==> src/design/rxpsm_pkg.sv <==
// Package: register map, field positions, reset values and timing constants
package rxpsm_pkg;

  // ---------------------------------------------------------------
  // Register offsets
  // ---------------------------------------------------------------
  localparam logic [7:0] OFS_GEN_CFG = 8'h02;
  localparam logic [7:0] OFS_CAP_FLAGS = 8'h4a;
  localparam logic [7:0] OFS_PORT_SEL = 8'h4c;
  localparam logic [7:0] OFS_STS_FIRST = 8'h4d;
  localparam logic [7:0] OFS_STS_SECOND = 8'h4e;
  localparam logic [7:0] OFS_PAR_HI = 8'h55;
  localparam logic [7:0] OFS_PAR_LO = 8'h56;
  localparam logic [7:0] OFS_INFO_BASE = 8'h59;
  localparam logic [7:0] OFS_FREQ_CTL = 8'h77;
  localparam logic [7:0] OFS_FREQ_HI = 8'h78;
  localparam logic [7:0] OFS_FREQ_LO = 8'h79;
  localparam logic [7:0] OFS_PAR_THR = 8'h7c;
  localparam logic [7:0] OFS_ENC_CTL = 8'h8a;

  // ---------------------------------------------------------------
  // Field positions
  // ---------------------------------------------------------------
  localparam int BIT_PAR_CHK_EN = 0;   // general_configuration
  localparam int BIT_PAR_KEEP = 2;     // general_configuration
  localparam int BIT_CRC_CAPABLE = 4;  // link_capability_flags
  localparam int BIT_CRC_OFF = 7;      // encoder control
  localparam int BIT_S1_LOCK = 0;
  localparam int BIT_S1_PAR_FLAG = 1;
  localparam int BIT_S1_LOCK_CHG = 2;
  localparam int BIT_S1_CRC_FLT = 3;
  localparam int BIT_S1_ORD_FLT = 4;
  localparam int BIT_S2_STABLE = 1;
  localparam int BIT_S2_NO_CLK = 2;
  localparam int BIT_S2_FREQ_CHG = 3;
  localparam int BIT_S2_ENC_FLT = 5;

  // ---------------------------------------------------------------
  // Reset values
  // ---------------------------------------------------------------
  localparam logic [7:0] RST_GEN_CFG = 8'h01;
  localparam logic [7:0] RST_CAP_FLAGS = 8'h00;
  localparam logic [7:0] RST_FREQ_CTL = 8'h21;
  localparam logic [7:0] RST_PAR_THR = 8'h01;
  localparam logic [7:0] RST_ENC_CTL = 8'h80;

  // ---------------------------------------------------------------
  // Timing
  // ---------------------------------------------------------------
  localparam int CLK_PERIOD_NS = 10;
  localparam int FREQ_WIN_NS = 1000;   // measurement window, well under 1 ms
  localparam int FREQ_WIN_CYC = FREQ_WIN_NS / CLK_PERIOD_NS;
  localparam int FREQ_WIN_W = 7;

endpackage

==> src/design/rxpsm_par_cnt.sv <==
// Parity error counter with threshold flag and clear-on-read
`timescale 1ns/1ps
module rxpsm_par_cnt #(
  parameter int CNT_W = 16
) (
  input wire logic clk,
  input wire logic rstn,
  input wire logic par_evt,
  input wire logic clr,
  input wire logic [7:0] thresh,
  output logic [CNT_W-1:0] count_r,
  output logic flag_r,
  output logic flag_rise_r
);
  import rxpsm_pkg::*;

  logic [CNT_W-1:0] count_nxt;
  logic flag_nxt;

  // Next count: a new error in the clearing cycle is kept
  always_comb begin
    if (clr) begin
      count_nxt = par_evt ? CNT_W'(1) : '0;
    end else if (par_evt && count_r != {CNT_W{1'b1}}) begin
      count_nxt = count_r + CNT_W'(1);
    end else begin
      count_nxt = count_r;
    end
    flag_nxt = (thresh != 8'h00) && (count_nxt >= CNT_W'(thresh));
    if (!clr && flag_r) begin
      flag_nxt = 1'b1;
    end
  end

  // Counter and flag state
  always_ff @(posedge clk) begin
    if (!rstn) begin
      count_r <= '0;
      flag_r <= 1'b0;
      flag_rise_r <= 1'b0;
    end else begin
      count_r <= count_nxt;
      flag_r <= flag_nxt;
      flag_rise_r <= flag_nxt & ~flag_r;
    end
  end
endmodule // rxpsm_par_cnt

==> src/design/rxpsm_freq_det.sv <==
// Input clock frequency measurement, stability and no-clock detection
`timescale 1ns/1ps
module rxpsm_freq_det (
  input wire logic clk,
  input wire logic rstn,
  input wire logic clk_tick,
  input wire logic [3:0] lo_thr,
  input wire logic [3:0] hyst,
  output logic [15:0] freq_r,
  output logic stable_r,
  output logic no_clk_r,
  output logic change_r
);
  import rxpsm_pkg::*;

  logic [FREQ_WIN_W-1:0] win_r;
  logic [15:0] cnt_r;
  logic win_end;
  logic moved;

  function automatic logic [15:0] abs_diff(input logic [15:0] a,
                                           input logic [15:0] b);
    abs_diff = (a > b) ? a - b : b - a;
  endfunction

  // Window end and change test against the last reading
  assign win_end = (win_r == FREQ_WIN_W'(FREQ_WIN_CYC - 1));
  assign moved = abs_diff(cnt_r, freq_r) > {12'h000, hyst};

  // Window timer and tick counter
  always_ff @(posedge clk) begin
    if (!rstn) begin
      win_r <= '0;
      cnt_r <= '0;
    end else begin
      win_r <= win_end ? '0 : win_r + FREQ_WIN_W'(1);
      if (win_end) begin
        cnt_r <= {15'h0000, clk_tick};
      end else if (clk_tick) begin
        cnt_r <= cnt_r + 16'h0001;
      end
    end
  end

  // Result registers refreshed once per window
  always_ff @(posedge clk) begin
    if (!rstn) begin
      freq_r <= '0;
      stable_r <= 1'b0;
      no_clk_r <= 1'b1;
      change_r <= 1'b0;
    end else begin
      change_r <= win_end && moved;
      if (win_end) begin
        freq_r <= cnt_r;
        no_clk_r <= cnt_r < {12'h000, lo_thr};
        stable_r <= !moved;
      end
    end
  end
endmodule // rxpsm_freq_det

==> src/design/rxpsm_top.sv <==
// Per-port receive status monitor with host register access
`timescale 1ns/1ps

// Summary of operation
// - Status captured into two registers 0x4D, 0x4E
// - Lock change, channel faults latched; clear on read
// - Parity errors counted in 16-bit hi/lo registers
// - Parity flag set at programmed count
// - Counter read zeroes counter and parity flag
// - Loss of lock clears counter and flag unless the parity keep bit is set
// - Parity flag assertion raises event
// - Encoding or sequence error latches encoder fault
// - Encoder fault assertion raises event
// - Encoder fault flag clears on read
// - Failed CRC packets never update link info while the CRC check is active
// - Stable and no-clock bits in status two
// - No-clock set below low rate threshold
// - Stable cleared when change exceeds hysteresis
// - 16-bit frequency refreshed well under 1 ms
// - Frequency change on any port raises event
module rxpsm_top #(
  parameter int NPORT = 2
) (
  input wire logic clk,
  input wire logic rstn,
  input wire logic [7:0] reg_addr,
  input wire logic reg_wr,
  input wire logic reg_rd,
  input wire logic [7:0] reg_wdata,
  output logic [7:0] reg_rdata,
  input wire logic [NPORT-1:0] lock_in,
  input wire logic [NPORT-1:0] ctrl_crc_err,
  input wire logic [NPORT-1:0] ctrl_order_err,
  input wire logic [NPORT-1:0] par_err,
  input wire logic [NPORT-1:0] enc_err,
  input wire logic [NPORT-1:0] seq_err,
  input wire logic [NPORT-1:0] info_valid,
  input wire logic [NPORT-1:0] info_crc_ok,
  input wire logic [1:0] info_sel,
  input wire logic [7:0] info_byte,
  input wire logic [NPORT-1:0] rx_clk_tick,
  output logic [NPORT-1:0] par_irq_evt,
  output logic [NPORT-1:0] enc_irq_evt,
  output logic [NPORT-1:0] freq_irq_evt
);
  import rxpsm_pkg::*;

  // ---------------------------------------------------------------
  // Declarations
  // ---------------------------------------------------------------
  logic [7:0] gen_cfg_r, cap_r, freq_ctl_r, par_thr_r, enc_ctl_r;
  logic port_sel_r;
  logic [NPORT-1:0] lock_q_r, lock_chg_r, crc_flt_r, ord_flt_r;
  logic [NPORT-1:0] enc_flt_r, freq_chg_r;
  logic [7:0] info_r [NPORT][3];
  logic [7:0] par_lo_snap_r;
  logic [7:0] rdata_nxt;
  logic [NPORT-1:0] rd_s1, rd_s2, rd_par, lock_evt, unlock, par_clr;
  logic [NPORT-1:0] par_gated, enc_evt, info_take;
  logic [15:0] par_cnt [NPORT];
  logic [15:0] freq_val [NPORT];
  logic [NPORT-1:0] par_flag, stable, no_clk, freq_evt;
  logic crc_active;

  // ---------------------------------------------------------------
  // Host access decode
  // ---------------------------------------------------------------
  function automatic logic is_read(input logic [7:0] ofs);
    is_read = reg_rd && (reg_addr == ofs);
  endfunction

  function automatic logic is_write(input logic [7:0] ofs);
    is_write = reg_wr && (reg_addr == ofs);
  endfunction

  // Per-port read strobes and event conditions
  always_comb begin
    for (int p = 0; p < NPORT; p++) begin
      rd_s1[p] = is_read(OFS_STS_FIRST) && (port_sel_r == p[0]);
      rd_s2[p] = is_read(OFS_STS_SECOND) && (port_sel_r == p[0]);
      rd_par[p] = is_read(OFS_PAR_HI) && (port_sel_r == p[0]);
    end
  end

  assign lock_evt = lock_in ^ lock_q_r;
  assign unlock = lock_q_r & ~lock_in;
  assign par_clr = rd_par | (unlock & {NPORT{~gen_cfg_r[BIT_PAR_KEEP]}});
  assign par_gated = par_err & {NPORT{gen_cfg_r[BIT_PAR_CHK_EN]}};
  assign enc_evt = enc_err | seq_err;
  assign crc_active = ~enc_ctl_r[BIT_CRC_OFF] & cap_r[BIT_CRC_CAPABLE];
  assign info_take = info_valid & (info_crc_ok | {NPORT{~crc_active}});

  // ---------------------------------------------------------------
  // Configuration registers
  // ---------------------------------------------------------------
  // Host writable settings shared by both ports
  always_ff @(posedge clk) begin
    if (!rstn) begin
      gen_cfg_r <= RST_GEN_CFG;
      cap_r <= RST_CAP_FLAGS;
      freq_ctl_r <= RST_FREQ_CTL;
      par_thr_r <= RST_PAR_THR;
      enc_ctl_r <= RST_ENC_CTL;
      port_sel_r <= 1'b0;
    end else begin
      if (is_write(OFS_GEN_CFG)) gen_cfg_r <= reg_wdata;
      if (is_write(OFS_CAP_FLAGS)) cap_r <= reg_wdata;
      if (is_write(OFS_FREQ_CTL)) freq_ctl_r <= reg_wdata;
      if (is_write(OFS_PAR_THR)) par_thr_r <= reg_wdata;
      if (is_write(OFS_ENC_CTL)) enc_ctl_r <= reg_wdata;
      if (is_write(OFS_PORT_SEL)) port_sel_r <= reg_wdata[0];
    end
  end

  // ---------------------------------------------------------------
  // Sticky status flags, one set per port
  // ---------------------------------------------------------------
  // Set wins over the clear of the same cycle
  always_ff @(posedge clk) begin
    if (!rstn) begin
      lock_q_r <= '0;
      lock_chg_r <= '0;
      crc_flt_r <= '0;
      ord_flt_r <= '0;
      enc_flt_r <= '0;
      freq_chg_r <= '0;
    end else begin
      lock_q_r <= lock_in;
      lock_chg_r <= lock_evt | (lock_chg_r & ~rd_s1);
      crc_flt_r <= ctrl_crc_err | (crc_flt_r & ~rd_s1);
      ord_flt_r <= ctrl_order_err | (ord_flt_r & ~rd_s1);
      enc_flt_r <= enc_evt | (enc_flt_r & ~rd_s2);
      freq_chg_r <= freq_evt | (freq_chg_r & ~rd_s2);
    end
  end

  // Event outputs toward the interrupt logic
  always_ff @(posedge clk) begin
    if (!rstn) begin
      enc_irq_evt <= '0;
      freq_irq_evt <= '0;
    end else begin
      enc_irq_evt <= enc_evt & (~enc_flt_r | rd_s2);
      freq_irq_evt <= freq_evt;
    end
  end

  // ---------------------------------------------------------------
  // Link information, guarded by the packet CRC check
  // ---------------------------------------------------------------
  always_ff @(posedge clk) begin
    if (!rstn) begin
      for (int p = 0; p < NPORT; p++) begin
        for (int k = 0; k < 3; k++) begin
          info_r[p][k] <= 8'h00;
        end
      end
    end else begin
      for (int p = 0; p < NPORT; p++) begin
        if (info_take[p] && info_sel != 2'd3) begin
          info_r[p][info_sel] <= info_byte;
        end
      end
    end
  end

  // ---------------------------------------------------------------
  // Per-port counters and frequency meters
  // ---------------------------------------------------------------
  for (genvar g = 0; g < NPORT; g++) begin : g_port
    // Each port owns its counter and meter
    rxpsm_par_cnt #(.CNT_W(16)) u_par (
      .clk(clk),
      .rstn(rstn),
      .par_evt(par_gated[g]),
      .clr(par_clr[g]),
      .thresh(par_thr_r),
      .count_r(par_cnt[g]),
      .flag_r(par_flag[g]),
      .flag_rise_r(par_irq_evt[g])
    );

    rxpsm_freq_det u_freq (
      .clk(clk),
      .rstn(rstn),
      .clk_tick(rx_clk_tick[g]),
      .lo_thr(freq_ctl_r[3:0]),
      .hyst(freq_ctl_r[7:4]),
      .freq_r(freq_val[g]),
      .stable_r(stable[g]),
      .no_clk_r(no_clk[g]),
      .change_r(freq_evt[g])
    );
  end

  // ---------------------------------------------------------------
  // Read data
  // ---------------------------------------------------------------
  // Register read multiplexer for the selected port
  always_comb begin
    rdata_nxt = 8'h00;
    unique case (reg_addr)
      OFS_GEN_CFG: rdata_nxt = gen_cfg_r;
      OFS_CAP_FLAGS: rdata_nxt = cap_r;
      OFS_PORT_SEL: rdata_nxt = {7'h00, port_sel_r};
      OFS_STS_FIRST: begin
        rdata_nxt[BIT_S1_LOCK] = lock_q_r[port_sel_r];
        rdata_nxt[BIT_S1_PAR_FLAG] = par_flag[port_sel_r];
        rdata_nxt[BIT_S1_LOCK_CHG] = lock_chg_r[port_sel_r];
        rdata_nxt[BIT_S1_CRC_FLT] = crc_flt_r[port_sel_r];
        rdata_nxt[BIT_S1_ORD_FLT] = ord_flt_r[port_sel_r];
      end
      OFS_STS_SECOND: begin
        rdata_nxt[BIT_S2_STABLE] = stable[port_sel_r];
        rdata_nxt[BIT_S2_NO_CLK] = no_clk[port_sel_r];
        rdata_nxt[BIT_S2_FREQ_CHG] = freq_chg_r[port_sel_r];
        rdata_nxt[BIT_S2_ENC_FLT] = enc_flt_r[port_sel_r];
      end
      OFS_PAR_HI: rdata_nxt = par_cnt[port_sel_r][15:8];
      OFS_PAR_LO: rdata_nxt = par_lo_snap_r;
      OFS_INFO_BASE: rdata_nxt = info_r[port_sel_r][0];
      OFS_INFO_BASE + 8'h01: rdata_nxt = info_r[port_sel_r][1];
      OFS_INFO_BASE + 8'h02: rdata_nxt = info_r[port_sel_r][2];
      OFS_FREQ_CTL: rdata_nxt = freq_ctl_r;
      OFS_FREQ_HI: rdata_nxt = freq_val[port_sel_r][15:8];
      OFS_FREQ_LO: rdata_nxt = freq_val[port_sel_r][7:0];
      OFS_PAR_THR: rdata_nxt = par_thr_r;
      OFS_ENC_CTL: rdata_nxt = enc_ctl_r;
      default: rdata_nxt = 8'h00;
    endcase
  end

  // Read data register and low byte snapshot taken with the high byte
  always_ff @(posedge clk) begin
    if (!rstn) begin
      reg_rdata <= 8'h00;
      par_lo_snap_r <= 8'h00;
    end else begin
      if (reg_rd) reg_rdata <= rdata_nxt;
      if (is_read(OFS_PAR_HI)) begin
        par_lo_snap_r <= par_cnt[port_sel_r][7:0];
      end
    end
  end
endmodule // rxpsm_top

==> config.mk <==
export PLATFORM = sky130hd
export DESIGN_NAME = rxpsm_top
export DESIGN_NICKNAME = d
export VERILOG_FILES = /design/src/design/rxpsm_pkg.sv /design/src/design/rxpsm_par_cnt.sv /design/src/design/rxpsm_freq_det.sv /design/src/design/rxpsm_top.sv
export SDC_FILE = /design/constraint.sdc
export NUM_CORES = 1
export LEC_CHECK = 0
export ABC_AREA = 0
export BUFFER_PORTS_ARGS = -buffer_cell sky130_fd_sc_hd__buf_2
export CAP_MARGIN = 5
export CORE_MARGIN = 1.5
export CORE_UTILIZATION = 35
export CTS_CLUSTER_SIZE = 28
export DETAILED_ROUTE_END_ITERATION = 8
export RECOVER_POWER = 25
export SYNTH_ARGS = -nofsm -noshare
export SYNTH_HDL_FRONTEND = slang
export SYNTH_SLANG_ARGS = --single-unit
==> constraint.sdc <==
create_clock -name clk -period 4.15 [get_ports clk]
set_input_delay 0.2075 -clock clk [delete_from_list [all_inputs] [get_ports clk]]
set_output_delay 0.2075 -clock clk [all_outputs]
set_load 0.01 [all_outputs]
# After elaboration in Yosys (flattened, before gate mapping)
# Memory sizes are Yosys's and may differ from the RTL's. A register that Yosys moved wholly into a read port is not among the register bits.
# Index checks and enable logic that the tools add are counted.
# word_totals
register_bits	193
latch_bits	0
ramBits	48
mem_bits_ro	0
in_bits	48
out_inout_bits	14
elab_cells	300
n_memories	1
# mem_list
name	words	width	read_ports	rd_ports_with_merged_regs	wr	line	text
info_r	2	24	1	1	2	rxpsm_top.sv:55	logic [7:0] info_r [NPORT][3];
# op_classes
n_addsub	10
n_mul	0
div	0
n_lt_le_gt_ge	12
eq_ne	20
shift	0
muxes	102
bitwise	84
reduce_logical	35
# op_table
operator	count
2-to-1 mux 16 bit	12
== test 8 x 7 -> 1 bit (second input constant)	13
2-to-1 mux 1 bit	81
adder 16 x 1 -> 16 bit (second input constant)	4
subtractor 16 bit	4
2-to-1 mux 24 bit	2
OR 1 bit	48
case mux 3 bit (14 select lines)	1
greater-or-equal comparator 16 x 8 -> 1 bit	2
> comparator 16 bit	2
> comparator 16 x 4 -> 1 bit	2
< comparator 16 x 4 -> 1 bit	2
!= test 16 bit (second input constant)	2
logical AND 1 bit	26
case mux 1 bit (13 select lines)	2
case mux 2 bit (12 select lines)	1
bitwise AND 2 bit	10
OR 2 bit	9
demux 8 bit (select 2 bit)	1
adder 7 x 1 -> 7 bit (second input constant)	2
== test 7 bit (second input constant)	2
case mux 1 bit (14 select lines)	1
== test 8 x 2 -> 1 bit (second input constant)	1
== test 8 bit (second input constant)	1
other kinds (16)	32

# Logic depth before layout (Yosys ltp)
# Gate-level depths: netlist of run 1.
# logic_depth
depth_word	10
mapped_depth	23
mapped_depth_nobuf	22

# Hierarchy
# From an unflattened synthesis of run 1, not the netlist that was laid out.
# unflattened
cells_unflattened	1882
area_unflattened_um2	16060.4
# modules_own_cells
module	instances	cells_per_inst	area_each_um2	seq_area_each_um2
rxpsm_freq_det	2	460	3557.2	840.8
rxpsm_top	1	662	6468.7	2922.8
rxpsm_par_cnt	2	150	1238.7	360.3

# Worst setup path before layout of run 1
# Ideal clock, no wire load.
# synth_path
path_kind	register to register
start	reg g_port[0].u_freq.cnt_r[0]
end	reg g_port[0].u_freq.change_r
arrival_ps	4164
t_required_ps	4028
path_slack_ps	-136
path_stages_with_launch	24
synth_period_minus_slack_ps	4286
cell_sequence	dfxtp_1 > inv_1 > ha_1 > inv_1 > fa_1 > a21o_1 > a221o_1 > a21o_1 > nand3_1 > a31oi_1 > buf_2 > nor3_1 > a21oi_1 > xor2_1 > ha_1 > and2_1 > o21ai_0 > a32oi_1 > a21oi_1 > o2111a_1 > or4b_1 > o21ai_2 > nand3_2 > o311a_1
# synth_via
elab_chain_len	4
elab_cells_between_ends	6
classes_between	add/sub (2); order compare (2); mux (1); reduce/logical (1)
# synth_rtl
element	line	text
start, declared	rxpsm_freq_det.sv:17	logic [15:0] cnt_r;
start signal, assigned	rxpsm_freq_det.sv:38	cnt_r <= {15'h0000, clk_tick};
start signal, assigned	rxpsm_freq_det.sv:40	cnt_r <= cnt_r + 16'h0001;
subtractor 16 bit or > comparator 16 bit (tied branches)	rxpsm_freq_det.sv:23	abs_diff = (a > b) ? a - b : b - a;
2-to-1 mux 16 bit (*)	rxpsm_freq_det.sv:23	
> comparator 16 x 4 -> 1 bit (*)	rxpsm_freq_det.sv:28	assign moved = abs_diff(cnt_r, freq_r) > {12'h000, hyst};
logical AND 1 bit (*)	rxpsm_freq_det.sv:53	change_r <= win_end && moved;
end signal, assigned	rxpsm_freq_det.sv:53	
end, declared	rxpsm_freq_det.sv:12	output logic change_r
# Every way passes the cells marked *; elsewhere a longest branch is shown, timed or not.
# A chain may end at the register's enable or synchronous reset.

# Worst setup path after layout of run 1
# Same ends and word-level chain as after synthesis.

==> results by stage, run 1 <==
Route:
- The per-cell routed wire length is about 19 µm.
- The detailed-route DRC error count is 0.
- The remaining antenna violation count is 0.
- The number of optimization iterations in the first detailed-route pass is 6.
- The first routing iteration left 1400 violations.
- The wire length after detailed routing is about 48000 µm.
- After detailed routing, the number of vias per cell comes to about 5.6.
- The routed layout has 14000 vias.

Power and ir drop:
- Summing internal, switching and leakage power gives 5.57 mW.
- IR analysis of the VDD net gives a maximum drop of 0.316 mV.
- Of the total power, the clock network draws a little over two fifths.
- The net switching share of the total power is around a quarter.
- Combinational logic is responsible for 12.1% of the overall power.
- The power density of the placed cells is roughly 320 nW/µm².
- For this design the total switching power over the nets is between 1 and 1.5 mW.
- Registers are responsible for about 45% of the overall power.
- The reported leakage power is 6.61 nW.
- The internal power summed over all cells is 4.08 mW.

GRT:
- The via count of the first global-routing pass is roughly 13000.
- The overall overflow remaining after global route is 0.
- The initial antenna violation count was 6.
- The maximum number of pins on one net before global-route repair is 69.
- Global routing used between 20% and 30% of the available tracks across all layers.
- The first global-routing pass estimated about 74000 µm of wire.

STA:
- The number of slew-limit violations in the final report is between 50 and 60.
- The routed design could run at a clock period as short as roughly 4200 ps.
- The final critical-path setup slack is -84.5 ps.
- The final count of negative-setup-slack endpoints is 1.
- The clock skew is about 21 ps.
- Setup repair after global routing could not meet its margin everywhere.
- The worst path uses 102% of the clock period.
- The hold violation total from the final report came to 0.
- For this run, the top clock speed supported by timing is approximately 240 MHz.
- The headroom to the max-slew limit is -50.4%.
- The slew at the pin closest to its max-slew limit is roughly 2200 ps.

Floorplanning:
- In this run the vertical extent of the chip is around 210 µm.
- The placeable core region is approximately 42000 µm².
- The floorplan row count is 75.
- The starting density of the core is a little over a third.
- The die area is approximately 44000 µm².
- The I/O pin total is 62.
- The die is 211 µm wide.

Worst setup path:
- For this design, the slowest cell found on the critical path is sky130_fd_sc_hd__or4b_4.
- The critical path arrival is about 4700 ps.
- The dominant delay contributor by cell family on the critical path is compound AO/OA/AOI/OAI gates.
- The number of buffers and inverters on the critical path is 2.
- STA classifies the critical path startpoint as a flip-flop.
- The worst setup path is captured at a flip-flop.
- Traced cell by cell, the critical path runs through inv_2, ha_4, inv_2, fa_2, a21o_1, a221o_1, a21o_1, nand3_2, a31oi_4, nor3_2, a21oi_1, xor2_1, ha_1, and2_4, o21ai_2, a32oi_2, a21oi_2, o2111a_1, or4b_4, o21ai_2, nand3_2, o311a_1.
- In this run the worst path has a maximum fanout of 5.
- The required time of the critical path is about 4600 ps.
- The largest single stage delay on the critical path is approximately 470 ps.
- The startpoint identified for the worst register-to-register timing path is g_port[0].u_freq.cnt_r[0]$_SDFFE_PN0P_.
- In this run the worst setup path begins at g_port[0].u_freq.cnt_r[0]$_SDFFE_PN0P_.
- The class of the most critical setup path is flip-flop to flip-flop.

Yosys:
- The part of the Yosys area used for sequential elements is between 30% and 40%.
- The distinct cell type count after synthesis is 77.
- Synthesis produced a netlist with a net count of between 1500 and 2000.
- The number of flops mapped to enable cells by yosys is 48.
- The async set or reset register ratio after synthesis is 0%.
- The gate count of the mapped netlist is between 1500 and 2000.
- After synthesis, the mean cell area works out to around 8.2 µm².
- The synthesized area is approximately 15000 µm².
- Yosys printed 0 warnings.
- Counting flops and latches in the post-synthesis netlist gives between 200 and 250.
- The primary flip-flop cell chosen by synthesis mapping is sky130_fd_sc_hd__dfxtp_1.

Cells and area:
- Cells with a size suffix above 1 make up between 10% and 20% of the layout.
- The post-synthesis to final-layout area growth is 15.8%.
- With fillers left out, the area of the finished cells amounts to around 17000 µm².
- The final layout contains around 2100 nets.
- At the end of the flow the core is filled with cells to between 40 and 50%.
- Fill cells in the final layout number around 4300.

Placement:
- The final weighted congestion of routability-driven global placement is 0.975.
- The setup slack after placement is -226 ps.
- The total of buffers placed on input and output ports is 61.
- The total placed instance area is 16300 µm².
- The post-detailed-placement half-perimeter wirelength is roughly 36000 µm.

Hold path:
- The startpoint of the most critical hold path is rx_clk_tick[0].
- The type of the tightest min-delay check is input pin to flip-flop.

Outcome:
- The run finished, with violations left.
- The checks that failed: max-capacitance violations, max-slew violations, negative setup slack.

Clock network:
- TritonCTS built the clock tree.
- The clock passes through at most 3 buffers.
- Clock-pin slew was measured on the worst setup and hold paths at approximately 60 ps.
- The cell sitting at the root of the clock tree is a sky130_fd_sc_hd__clkbuf_16.
- The number of clock buffers added by TritonCTS is 28.
- The clock net in this run drives a total of approximately 240 sinks.
- The maximum level of the CTS H-tree is 1.
- The clock latency of the later-clocked register in the worst-skew pair is approximately 570 ps.

Run:
- Max-cap violations in this run came to 1.
## repair_timing
| action | 4_1_cts | 5_1_grt |
|---|---|---|
| pin swaps | 12 | 9 |
| setup endpoints to repair | 2 | 4 |
| hold endpoints to repair | 63 | 0 |
| setup buffers | 1 | 2 |
| hold buffers | 20 | 0 |
| resized for setup | 14 | 2 |
## path summary, 6_finish.rpt
kind                                            end  slack [ps]  depth (start not counted)
max            g_port[0].u_freq.change_r$_SDFF_PN0_         -80                         22
min          g_port[0].u_freq.cnt_r[1]$_SDFFE_PP0P_          20                          3
max reg2reg    g_port[0].u_freq.change_r$_SDFF_PN0_         -80                         22
min reg2reg  g_port[1].u_par.flag_rise_r$_SDFF_PN0_         410                          1
## tightest hold or removal path, cell delays in order
cell,delay [ps]
sky130_fd_sc_hd__buf_2,160
sky130_fd_sc_hd__mux2i_1,90
sky130_fd_sc_hd__nor2_1,80
## placed cells by master (no fill, tap or decap), types with 64 or more instances in the layout
master and n:
sky130_fd_sc_hd__o21ai_0 68, sky130_fd_sc_hd__nor2_1 158, sky130_fd_sc_hd__ha_1 98, sky130_fd_sc_hd__a21oi_1 146
sky130_fd_sc_hd__buf_4 82, sky130_fd_sc_hd__mux2i_1 64, sky130_fd_sc_hd__dfxtp_1 191, sky130_fd_sc_hd__nand3_1 89
sky130_fd_sc_hd__inv_1 105, sky130_fd_sc_hd__nand2_1 219
## Yosys cell counts, types with 5 or more instances
cell / number / area share, %
sky130_fd_sc_hd__nor3_1: 55 / 1.8
sky130_fd_sc_hd__nand2_1: 219 / 5.5
sky130_fd_sc_hd__a31oi_1: 16 / 0.66
sky130_fd_sc_hd__inv_1: 108 / 2.7
sky130_fd_sc_hd__a221oi_1: 21 / 1.2
sky130_fd_sc_hd__nor2_1: 158 / 3.9
sky130_fd_sc_hd__edfxtp_1: 48 / 9.6
sky130_fd_sc_hd__and2_1: 55 / 2.3
sky130_fd_sc_hd__mux2i_1: 64 / 4.2
sky130_fd_sc_hd__a2111oi_0: 7 / 0.41
sky130_fd_sc_hd__a211oi_1: 18 / 0.90
sky130_fd_sc_hd__nand3_1: 90 / 3.0
sky130_fd_sc_hd__o22ai_1: 17 / 0.71
sky130_fd_sc_hd__a21oi_1: 147 / 4.9
sky130_fd_sc_hd__buf_6: 6 / 0.45
sky130_fd_sc_hd__xnor2_1: 52 / 3.0
sky130_fd_sc_hd__dfxtp_1: 194 / 26
sky130_fd_sc_hd__o21ai_0: 69 / 2.3
sky130_fd_sc_hd__nand4_1: 33 / 1.4
sky130_fd_sc_hd__mux2_2: 7 / 0.52
sky130_fd_sc_hd__a22oi_1: 9 / 0.45
sky130_fd_sc_hd__and3_1: 24 / 1.0
sky130_fd_sc_hd__a21o_1: 26 / 1.3
sky130_fd_sc_hd__o21ai_1: 5 / 0.17
sky130_fd_sc_hd__nor2b_1: 14 / 0.58
sky130_fd_sc_hd__buf_2: 5 / 0.17
sky130_fd_sc_hd__clkbuf_1: 70 / 1.7
sky130_fd_sc_hd__buf_1: 6 / 0.15
sky130_fd_sc_hd__o21a_1: 7 / 0.35
sky130_fd_sc_hd__o211ai_1: 7 / 0.35
sky130_fd_sc_hd__a221o_1: 6 / 0.40
sky130_fd_sc_hd__xor2_1: 39 / 2.3
sky130_fd_sc_hd__and4_1: 7 / 0.41
sky130_fd_sc_hd__nor4_1: 15 / 0.62
sky130_fd_sc_hd__ha_1: 100 / 8.3
sky130_fd_sc_hd__nand2b_1: 21 / 0.87
## registers in the layout, indices dropped and copies added (netlist names), 8 cells and up, named ones only
signal,flops
cap_r,8
g_port.u_par.count_r,32
par_lo_snap_r,8
gen_cfg_r,8
freq_ctl_r,8
reg_rdata,8
info_r,48
enc_ctl_r,8
g_port.u_freq.cnt_r,32
par_thr_r,8
g_port.u_freq.win_r,14
g_port.u_freq.freq_r,32
## kinds of logic after synthesis
kind of cell | Yosys count | share of synthesized area, %
flip-flops | 242 | 35.3
adder cells (fa/ha/maj) | 104 | 8.83
AND/OR/NAND/NOR | 717 | 22.7
buffers and inverters | 200 | 5.53
multiplexers | 71 | 4.77
XOR/XNOR | 91 | 5.29
AO/OA/AOI/OAI | 411 | 17.6
## layout make-up
type                       instances  area (µm²)  share of cell area (%)
tap                              539         674                    3.86
multi-input combinational       1394        9020                    51.7
clock inverter                    16         130                   0.745
timing repair buffer             169        1140                    6.51
sequential                       242        5330                    30.5
inverter                         108         407                    2.33
clock buffer                      36         751                    4.30
antenna                            4        10.0                  0.0573
## stage by stage
stage | instances | hold slack, ps | TNS [ps]
after global placement | 2429 | 407 | -183
after floorplan | 1836 | 325 | -10.9
after global routing | 2507 | 18.0 | -397
final | 2508 | 15.5 | -84.5
after detailed placement | 2429 | 403 | -402
after CTS | 2502 | 0.686 | -76.7
## power by group through the flow
stage | clock network [mW] | logic (mW) | registers (mW)
global route | 2.55 | 0.737 | 2.49
floorplan | 0 | 0.415 | 2.53
detailed placement | 0 | 0.619 | 2.53
global placement | 0 | 0.609 | 2.53
CTS | 2.45 | 0.658 | 2.48
finish | 2.41 | 0.675 | 2.48
## routing by layer
metal / share of wire, % / wire length (µm) / vias to the layer above / global-route usage (%)
li1: - / - / 6737 / -
met1: 46 / 21900 / 6584 / 30.1
met2: 43 / 20500 / 531 / 32.2
met3: 7.3 / 3490 / 97 / 3.80
met4: 3.5 / 1680 / 4 / 7.27
met5: 0.053 / 25 / - / 0
(Power assumes the default switching activity.)
==> inputs of run 2 (changes only) <==
--- a/config.mk
+++ b/config.mk
@@ -8,8 +8,9 @@
 export ABC_AREA = 0
 export BUFFER_PORTS_ARGS = -buffer_cell sky130_fd_sc_hd__buf_2
 export CAP_MARGIN = 5
-export CORE_MARGIN = 1.5
+export CORE_MARGIN = 2
 export CORE_UTILIZATION = 35
+export CTS_BUF_LIST = sky130_fd_sc_hd__clkbuf_4 sky130_fd_sc_hd__clkbuf_8
 export CTS_CLUSTER_SIZE = 28
 export DETAILED_ROUTE_END_ITERATION = 8
 export RECOVER_POWER = 25
==> run 2 against run 1 <==
The flow still finishes with violations (max-capacitance violations, max-slew violations, negative setup slack). Clock skew up 37 ps. Die area up 0.95%. Critical path type unchanged. Routed wire length about the same. Combinational power about the same. Global-route usage up 0.092 points. Worst hold slack better by 39 ps.
==> results by stage, run 2 (synthesis results as in run 1) <==
Floorplanning:
- The I/O pin total is 62.
- Measured along the y axis, the die boundary spans about 210 µm.
- The die covers 44700 µm².
- The initial utilization of the core area, before any placement, comes to around a third.
- The placeable core region is 42800 µm².
- In this run the core area contains between 70 and 80 standard-cell rows.
- The floorplan step set the die width to 212 µm.

STA:
- Static timing analysis puts the maximum clock frequency at around 240 MHz.
- The hold violation total from the final report is 0.
- The number of slew-limit violations in the final report was 110.
- Counting I/O delays and the setup requirement, the final critical path takes approximately 4200 ps.
- The headroom to the max-slew limit is -84.0%.
- The clock skew is 58.9 ps.
- Setup violations remaining at the end of the flow were counted as 2.
- Setup repair after global routing could not meet its margin everywhere.
- The total negative slack for setup checks is -149 ps.
- Dividing the final minimum period by the clock period gives 102%.
- The slew at the pin closest to its max-slew limit is 2760 ps.
- After layout, the worst setup slack is -94.5 ps.

Route:
- After detailed routing, the number of remaining DRC violations is 0.
- The number of vias after detailed routing is about 14000.
- The number of optimization iterations in the first detailed-route pass is 6.
- The remaining antenna violation count is 0.
- The final layout contains routed wiring with a total length of ~48000 µm.
- Using the TritonRoute via totals, the vias-per-cell ratio works out to 5.49.
- After detailed routing, the average wire length per cell comes to roughly 19 µm.
- The first routing iteration left ~1200 violations.

GRT:
- The global-route wire length before repair is ~74000 µm.
- The via count of the first global-routing pass is 13200.
- Entering global routing, the biggest net connects 81 pins.
- The initial antenna violation count is 7.
- The overall fraction of global-route tracks in use is 21.3%.
- The total overflow left after global routing is 0.

Cells and area:
- The ratio of cells with drive above 1 in the final layout is ~13%.
- Excluding fillers, the count of instances in the completed layout stands at about 2600.
- From synthesis to final layout, the design area changed by 17.0%.
- The top cell types in the final layout, fill and taps aside, are 219 x sky130_fd_sc_hd__nand2_1, 191 x sky130_fd_sc_hd__dfxtp_1, 158 x sky130_fd_sc_hd__nor2_1.
- The number of flip-flops in the largest register is 48.
- In the final design database the tool counted roughly 2100 nets.
- The library cell used most frequently in the layout, excluding fill and tap cells, is sky130_fd_sc_hd__nand2_1.
- The register ranked first by flip-flop count is info_r.

Power and ir drop:
- Dividing total power by cell area gives a power density of about 320 nW/µm².
- The worst-case IR drop observed on VDD is between 0.2 and 0.25 mV.
- The analysis attributes to cell leakage a power of 6.74 nW.
- The overall power of the completed layout is ~5.7 mW.

Clock network:
- TritonCTS built the clock tree.
- The clock transition at the register clock pins on the worst setup and hold paths after CTS is roughly 60 ps.
- Counting the buffers created by CTS gives 45.
- CTS placed an instance of sky130_fd_sc_hd__clkbuf_8 at the clock tree root.
- The clock latency of the later-clocked register in the worst-skew pair is between 600 and 700 ps.
- Clock tree synthesis found a total of 242 sinks.
- The maximum level of the CTS H-tree is 2.
- The maximum buffer depth of the clock tree is 3.

Outcome:
- The checks that failed: max-capacitance violations, max-slew violations, negative setup slack.
- The flow ran to the end, but the final reports show violations.

Run:
- The tool flagged a number of max-cap violations equal to 2.

Worst setup path:
- The setup slack of the worst register-to-register path is -90 ps.
- The class of the most critical setup path is flip-flop to flip-flop.
- In this design, the stage delay of the slowest critical-path cell is roughly 470 ps.
- The startpoint identified for the worst register-to-register timing path is g_port[0].u_freq.cnt_r[0]$_SDFFE_PN0P_.
- The critical path goes through inv_2, ha_4, inv_2, fa_2, a21o_1, a221o_1, a21o_1, nand3_2, a31oi_4, nor3_2, a21oi_1, xor2_1, ha_1, and2_4, o21ai_2, a32oi_2, a21oi_1, o2111a_1, or4b_4, o21ai_4, nand3_2, o311a_1.
- For the worst setup path, the data arrival time is between 4000 and 5000 ps.
- On the critical path, the stage with the largest delay is an instance of sky130_fd_sc_hd__or4b_4.
- The worst setup path is captured at a flip-flop.
- The endpoint identified for the worst register-to-register timing path is g_port[0].u_freq.change_r$_SDFF_PN0_.
- In this run the worst path has a maximum fanout of 5.
- The worst setup path is launched from a flip-flop.
- The required time of the critical path is between 4000 and 5000 ps.
- Counting cells, the worst reg-to-reg path comes to 22.

Placement:
- The setup slack after placement is -268 ps.
- The final weighted congestion of routability-driven global placement is 0.921.
- The count of buffers added on input and output ports is 61.
- The post-detailed-placement half-perimeter wirelength is 35800 µm.
- The cell total after placement is 2435.

Hold path:
- The hold path endpoint is g_port[0].u_par.count_r[13]$_SDFF_PN0_.
- The min-delay analysis places its worst path in the category input pin to flip-flop.
- The worst hold path passes through 5 cells.
- In this run the most critical hold path is launched from par_err[0].
## run 2: cell count changes in the layout (fill, tap and decap cells not counted), moves of 6 or more
cell / previous run / this run
sky130_fd_sc_hd__clkbuf_8: 2 / 52
sky130_fd_sc_hd__clkbuf_4: 1 / 12
sky130_fd_sc_hd__and2_0: 13 / 20
sky130_fd_sc_hd__clkbuf_1: 25 / 19
sky130_fd_sc_hd__and2_1: 41 / 34
sky130_fd_sc_hd__clkinv_2: 3 / 10
sky130_fd_sc_hd__clkbuf_16: 28 / 0
sky130_fd_sc_hd__dlygate4sd3_1: 20 / 30
## run 2: worst max-delay path: cells and delay by family (launching register included)
family                   cells  cell delay [ps]
AO/OA/AOI/OAI               11             1790
XOR/XNOR                     1              150
adder cells (fa/ha/maj)      3              790
buffers and inverters        2              100
flip-flops                   1              320
AND/OR/NAND/NOR              5              970
## run 2: what timing repair did
item / in CTS / in global routing
pin swaps: 5 / 0
hold buffers: 30 / 0
resized for setup: 12 / 2
endpoints found under the hold margin: 102 / 0
endpoints found under the setup margin: 2 / 4
setup buffers: 0 / 2
## run 2: worst max path at each step
stage / from / to / slack (ps) / depth (start not counted)
finish: g_port[0].u_freq.cnt_r[0]$_SDFFE_PN0P_ / g_port[0].u_freq.change_r$_SDFF_PN0_ / -90 / 22
global route: g_port[0].u_freq.cnt_r[0]$_SDFFE_PN0P_ / g_port[0].u_freq.change_r$_SDFF_PN0_ / -230 / 22
CTS: g_port[0].u_freq.cnt_r[0]$_SDFFE_PN0P_ / g_port[0].u_freq.change_r$_SDFF_PN0_ / -70 / 22
detailed placement: g_port[0].u_freq.cnt_r[0]$_SDFFE_PN0P_ / g_port[0].u_freq.change_r$_SDFF_PN0_ / -270 / 22
global placement: g_port[0].u_freq.cnt_r[0]$_SDFFE_PN0P_ / g_port[0].u_freq.change_r$_SDFF_PN0_ / -160 / 22
floorplan: g_port[0].u_freq.cnt_r[0]$_SDFFE_PN0P_ / g_port[0].u_freq.change_r$_SDFF_PN0_ / -10 / 23
## run 2: routing by layer
metal	global-route usage [%]	share of wire (%)	wire, µm	up-vias
met4	7.80	3.0	1410	4
li1	-	-	-	6790
met3	4.60	8.0	3810	97
met2	33.0	45	21300	567
met5	0	0.057	27	-
met1	29.1	44	21100	6568
## run 2: through the flow
stage                     util, %  hold WS, ps  cell area, µm²
after floorplan                 -          325           15100
after global placement       38.1          417           16300
after detailed placement     38.1          429           16300
after CTS                    41.2         17.8           17600
after global routing         41.2         89.6           17600
final                        41.2         54.4           17600
## run 2: where the power goes
group          switching, mW  leakage, nW  internal (mW)
Clock                   1.09        0.528           1.45
Combinational          0.387         4.13          0.285
Sequential            0.0312         2.09           2.45
## run 2: final cells by class
type	instances	area (µm²)
diodes	4	10.0
clock buffers	64	806
clock inverters	19	181
fillers	4304	25200
inverters	108	405
multi-input cells	1394	9010
flip-flops and latches	242	5330
well taps	546	683
repair buffers	177	1220
==> inputs of run 3 (changes only) <==
--- a/config.mk
+++ b/config.mk
@@ -16,4 +16,5 @@
 export RECOVER_POWER = 25
 export SYNTH_ARGS = -nofsm -noshare
 export SYNTH_HDL_FRONTEND = slang
+export SYNTH_HIERARCHICAL = 1
 export SYNTH_SLANG_ARGS = --single-unit
==> run 3 against run 2 <==
The flow finishes with violations (max-capacitance violations, max-slew violations). Register-to-register slack improved by 290 ps. Non-clock buffer count decreased by 25. Clock skew decreased by 37 ps. Largest cell class unchanged.
==> results by stage, run 3 <==
Floorplanning:
- The die area is 47600 µm².
- In this run the core area contains 78 standard-cell rows.
- For this configuration, the core starts out at a cell density of a little over a third.
- The height of the die is 218 µm.
- The die is roughly 220 µm wide.
- For this design the top-level I/O count stands at 62.
- The placeable core region is between 40000 and 50000 µm².

Yosys:
- After technology mapping, the gate count stands at 1882.
- The synthesized flop and latch total is between 200 and 250.
- Synthesis produced a netlist with a net count of 2034.
- By count the netlist is led by 213 x sky130_fd_sc_hd__nand2_1, 194 x sky130_fd_sc_hd__dfxtp_1, 127 x sky130_fd_sc_hd__nor2_1.
- The cell taking the most area after synthesis is sky130_fd_sc_hd__dfxtp_1.
- The post-synthesis compound-gate area fraction is a little under 20%.
- By area, the combinational part of the netlist is dominated by simple AND/OR/NAND/NOR gates.
- The area share of and/or/nand/nor cells after synthesis is 22.8%.
- Counting flops with a built-in enable in the synthesized netlist gives 48.
- The mean cell area of the mapped netlist is ~8.5 µm².
- The adder-cell area share of the yosys netlist is under 10%.
- The top cell type by area accounts for 24.2% of the synthesized area.
- The count of warnings emitted by yosys is 6.
- The synthesized-area fraction occupied by xor and xnor cells is 4.80%.
- The mapped netlist covers about 16000 µm².
- The cell with the most instances after synthesis is sky130_fd_sc_hd__nand2_1.
- The number of different library cells used by synthesis comes to between 90 and 100.
- In the synthesized netlist the dominant register cell turns out to be sky130_fd_sc_hd__dfxtp_1.
- Sequential cells were found to cover between 30% and 40% of the synthesized design area.
- Of all flip-flops after synthesis, the portion carrying an async set or reset was 0%.
- Of the post-synthesis cell area, the part taken by muxes is ~5.5%.
- Ranked by total cell area, the synthesized netlist is headed by sky130_fd_sc_hd__dfxtp_1 24%, sky130_fd_sc_hd__edfxtp_1 9.0%, sky130_fd_sc_hd__ha_1 7.8%.

Route:
- The wire length after detailed routing is ~48000 µm.
- The remaining antenna violation count is 0.
- The first routing iteration left 1026 violations.
- Using the TritonRoute via totals, the vias-per-cell ratio works out to between 5 and 6.
- For this run, design rule violations remaining after detail routing come to 0.
- Summing over every cut layer, the via total after detailed routing is between 10000 and 15000.
- The number of optimization iterations in the first detailed-route pass is 6.
- The per-cell routed wire length is roughly 18 µm.

STA:
- The final critical-path setup slack is approximately 200 ps.
- The slew at the pin closest to its max-slew limit is around 2400 ps.
- The headroom to the max-slew limit is -62.7%.
- The hold violation total from the final report came to 0.
- The clock period could shrink to between 3000 and 4000 ps.
- The part of the cycle the worst path needs is between 90% and 100%.
- Across the routed clock network, the largest skew measured is roughly 21 ps.
- Setup violations remaining at the end of the flow were counted as 0.
- The number of slew-limit violations in the final report is between 50 and 60.
- The total negative slack for setup checks is 0 ps.
- The maximum operating frequency is 253 MHz.

GRT:
- For this run the aggregate overflow at the end of global routing stands at 0.
- The via count of the first global-routing pass is 13800.
- The first global-routing pass estimated 75800 µm of wire.
- Global routing used between 20% and 30% of the available tracks.
- The initial antenna violation count was 4.
- The maximum number of pins on one net before global-route repair is 54.

Placement:
- The final weighted congestion of routability-driven global placement is roughly 0.93.
- The total of buffers placed on input and output ports is about 60.
- The post-detailed-placement half-perimeter wirelength is 36200 µm.
- The cell total after placement is ~2500.
- The setup slack after placement is ~30 ps.

Cells and area:
- The utilization after layout is between 40% and 50%.
- The most frequent standard cell in the layout excluding fill and tap cells is sky130_fd_sc_hd__nand2_1.
- The area growth from synthesis to layout is 14.4%.
- Leaving out fill and tap cells, the most frequent cells in the layout are 213 x sky130_fd_sc_hd__nand2_1, 192 x sky130_fd_sc_hd__dfxtp_1, 127 x sky130_fd_sc_hd__nor2_1.
- The number of nets in the layout is ~2100.
- The register ranked first by flip-flop count is info_r.
- Of the cells placed in the final design, the portion with a size suffix greater than 1 is 12.9%.
- The register with the most flip-flops in the layout has 48 of them.
- The count of placed standard cells in the final layout, fillers left out is roughly 2600.

Clock network:
- The TritonCTS clock tree is built.
- Clock latency on the worst-skew pair, taken at its later pin, is approximately 610 ps.
- Clock-pin slew was measured on the worst setup and hold paths at roughly 60 ps.
- The maximum level of the CTS H-tree is 2.
- The longest clock path from root to sink contains 3 buffers.
- Clock tree synthesis found a total of between 200 and 250 sinks.
- The total clock buffers created by CTS is 45.
- In this run the clock root is driven by a sky130_fd_sc_hd__clkbuf_8.

Worst setup path:
- Along the worst path, the maximum fanout reaches 12.
- STA classifies the critical path startpoint as a flip-flop.
- The critical path arrival is ~4500 ps.
- STA puts the critical path data required time at 4660 ps.
- The worst setup path is of the flip-flop to flip-flop kind.
- The type of element capturing the critical path is a flip-flop.

Power and ir drop:
- The maximum ir drop on the vdd rail is 0.217 mV.
- Summed over all cells, the static leakage comes to approximately 7 nW.
- The overall power of the completed layout is 5.56 mW.
- Power spread over the standard cell area amounts to about 300 nW/µm².

Outcome:
- The final reports fail on max-capacitance violations, max-slew violations.
- The run finished, with violations left.

Run:
- The tool flagged a number of max-cap violations equal to 1.

Hold path:
- The type of the tightest min-delay check is input pin to flip-flop.
## run 3: cells by family (layout without fill, tap and decap cells)
logic type	Yosys count	in the layout
AO/OA/AOI/OAI	452	452
multiplexers	84	84
buffers and inverters	209	348
other	0	2
XOR/XNOR	88	88
adder cells (fa/ha/maj)	104	104
flip-flops	242	242
AND/OR/NAND/NOR	703	703
## run 3: worst max-delay path: stages, from the launching register on
cell and delay, ps:
sky130_fd_sc_hd__dfxtp_1 310, sky130_fd_sc_hd__inv_1 70, sky130_fd_sc_hd__ha_1 160, sky130_fd_sc_hd__inv_1 60, sky130_fd_sc_hd__fa_1 420, sky130_fd_sc_hd__nand3_1 120, sky130_fd_sc_hd__a21oi_1 110, sky130_fd_sc_hd__o311ai_2 300
sky130_fd_sc_hd__a31oi_1 130, sky130_fd_sc_hd__buf_4 200, sky130_fd_sc_hd__mux2_2 290, sky130_fd_sc_hd__ha_1 280, sky130_fd_sc_hd__nor2b_1 130, sky130_fd_sc_hd__o21a_1 170, sky130_fd_sc_hd__o21a_1 170, sky130_fd_sc_hd__o21ai_2 140
sky130_fd_sc_hd__nand3_1 120, sky130_fd_sc_hd__a2111oi_2 350, sky130_fd_sc_hd__a21oi_2 80, sky130_fd_sc_hd__o31ai_2 230
## run 3: path summary, 6_finish.rpt
path	startpoint	slack, ps	cells after the start	to
min	reg_rd	130	3	reg_rdata[6]$_SDFFE_PN0P_
max	g_port[1].u_freq/cnt_r[0]$_SDFFE_PN0P_	200	19	g_port[1].u_freq/stable_r$_SDFFE_PN0P_
min reg2reg	g_port[1].u_freq/win_r[0]$_SDFF_PP0_	440	1	g_port[1].u_freq/win_r[0]$_SDFF_PP0_
max reg2reg	g_port[1].u_freq/cnt_r[0]$_SDFFE_PN0P_	200	19	g_port[1].u_freq/stable_r$_SDFFE_PN0P_
## run 3: repair_timing
item,in CTS,in global routing
setup endpoints to repair,0,4
hold buffers,29,0
buffers inserted,0,2
endpoints found under the hold margin,106,0
resized for setup,0,15
## run 3: routing by layer
| layer | vias up | track usage [%] | routed length (µm) |
|---|---|---|---|
| li1 | 6939 | - | - |
| met1 | 6786 | 27.0 | 22400 |
| met2 | 408 | 31.3 | 21100 |
| met3 | 104 | 3.37 | 2790 |
| met4 | 6 | 9.02 | 1920 |
| met5 | - | 0.417 | 43 |
## run 3: power by group
group | leakage (nW) | switching, mW | internal [mW]
registers | 2.09 | 0.0271 | 2.45
logic | 4.38 | 0.383 | 0.281
clock network | 0.509 | 1.09 | 1.34
total | 6.98 | 1.50 | 4.06
## run 3: per-stage QoR
step | hold WS, ps | area (µm²)
5_1_grt | 167 | 18400
3_5_place_dp | 431 | 17100
4_1_cts | 28.7 | 18300
2_1_floorplan | 329 | 16100
3_3_place_gp | 423 | 17100
6_report | 133 | 18400
## run 3: final cells by class
type / instances / area (µm²)
diodes: 2 / 5.00
clock buffers: 64 / 812
clock inverters: 20 / 138
fillers: 4602 / 27000
inverters: 112 / 420
multi-input cells: 1431 / 9900
flip-flops and latches: 242 / 5330
well taps: 600 / 751
repair buffers: 152 / 1020
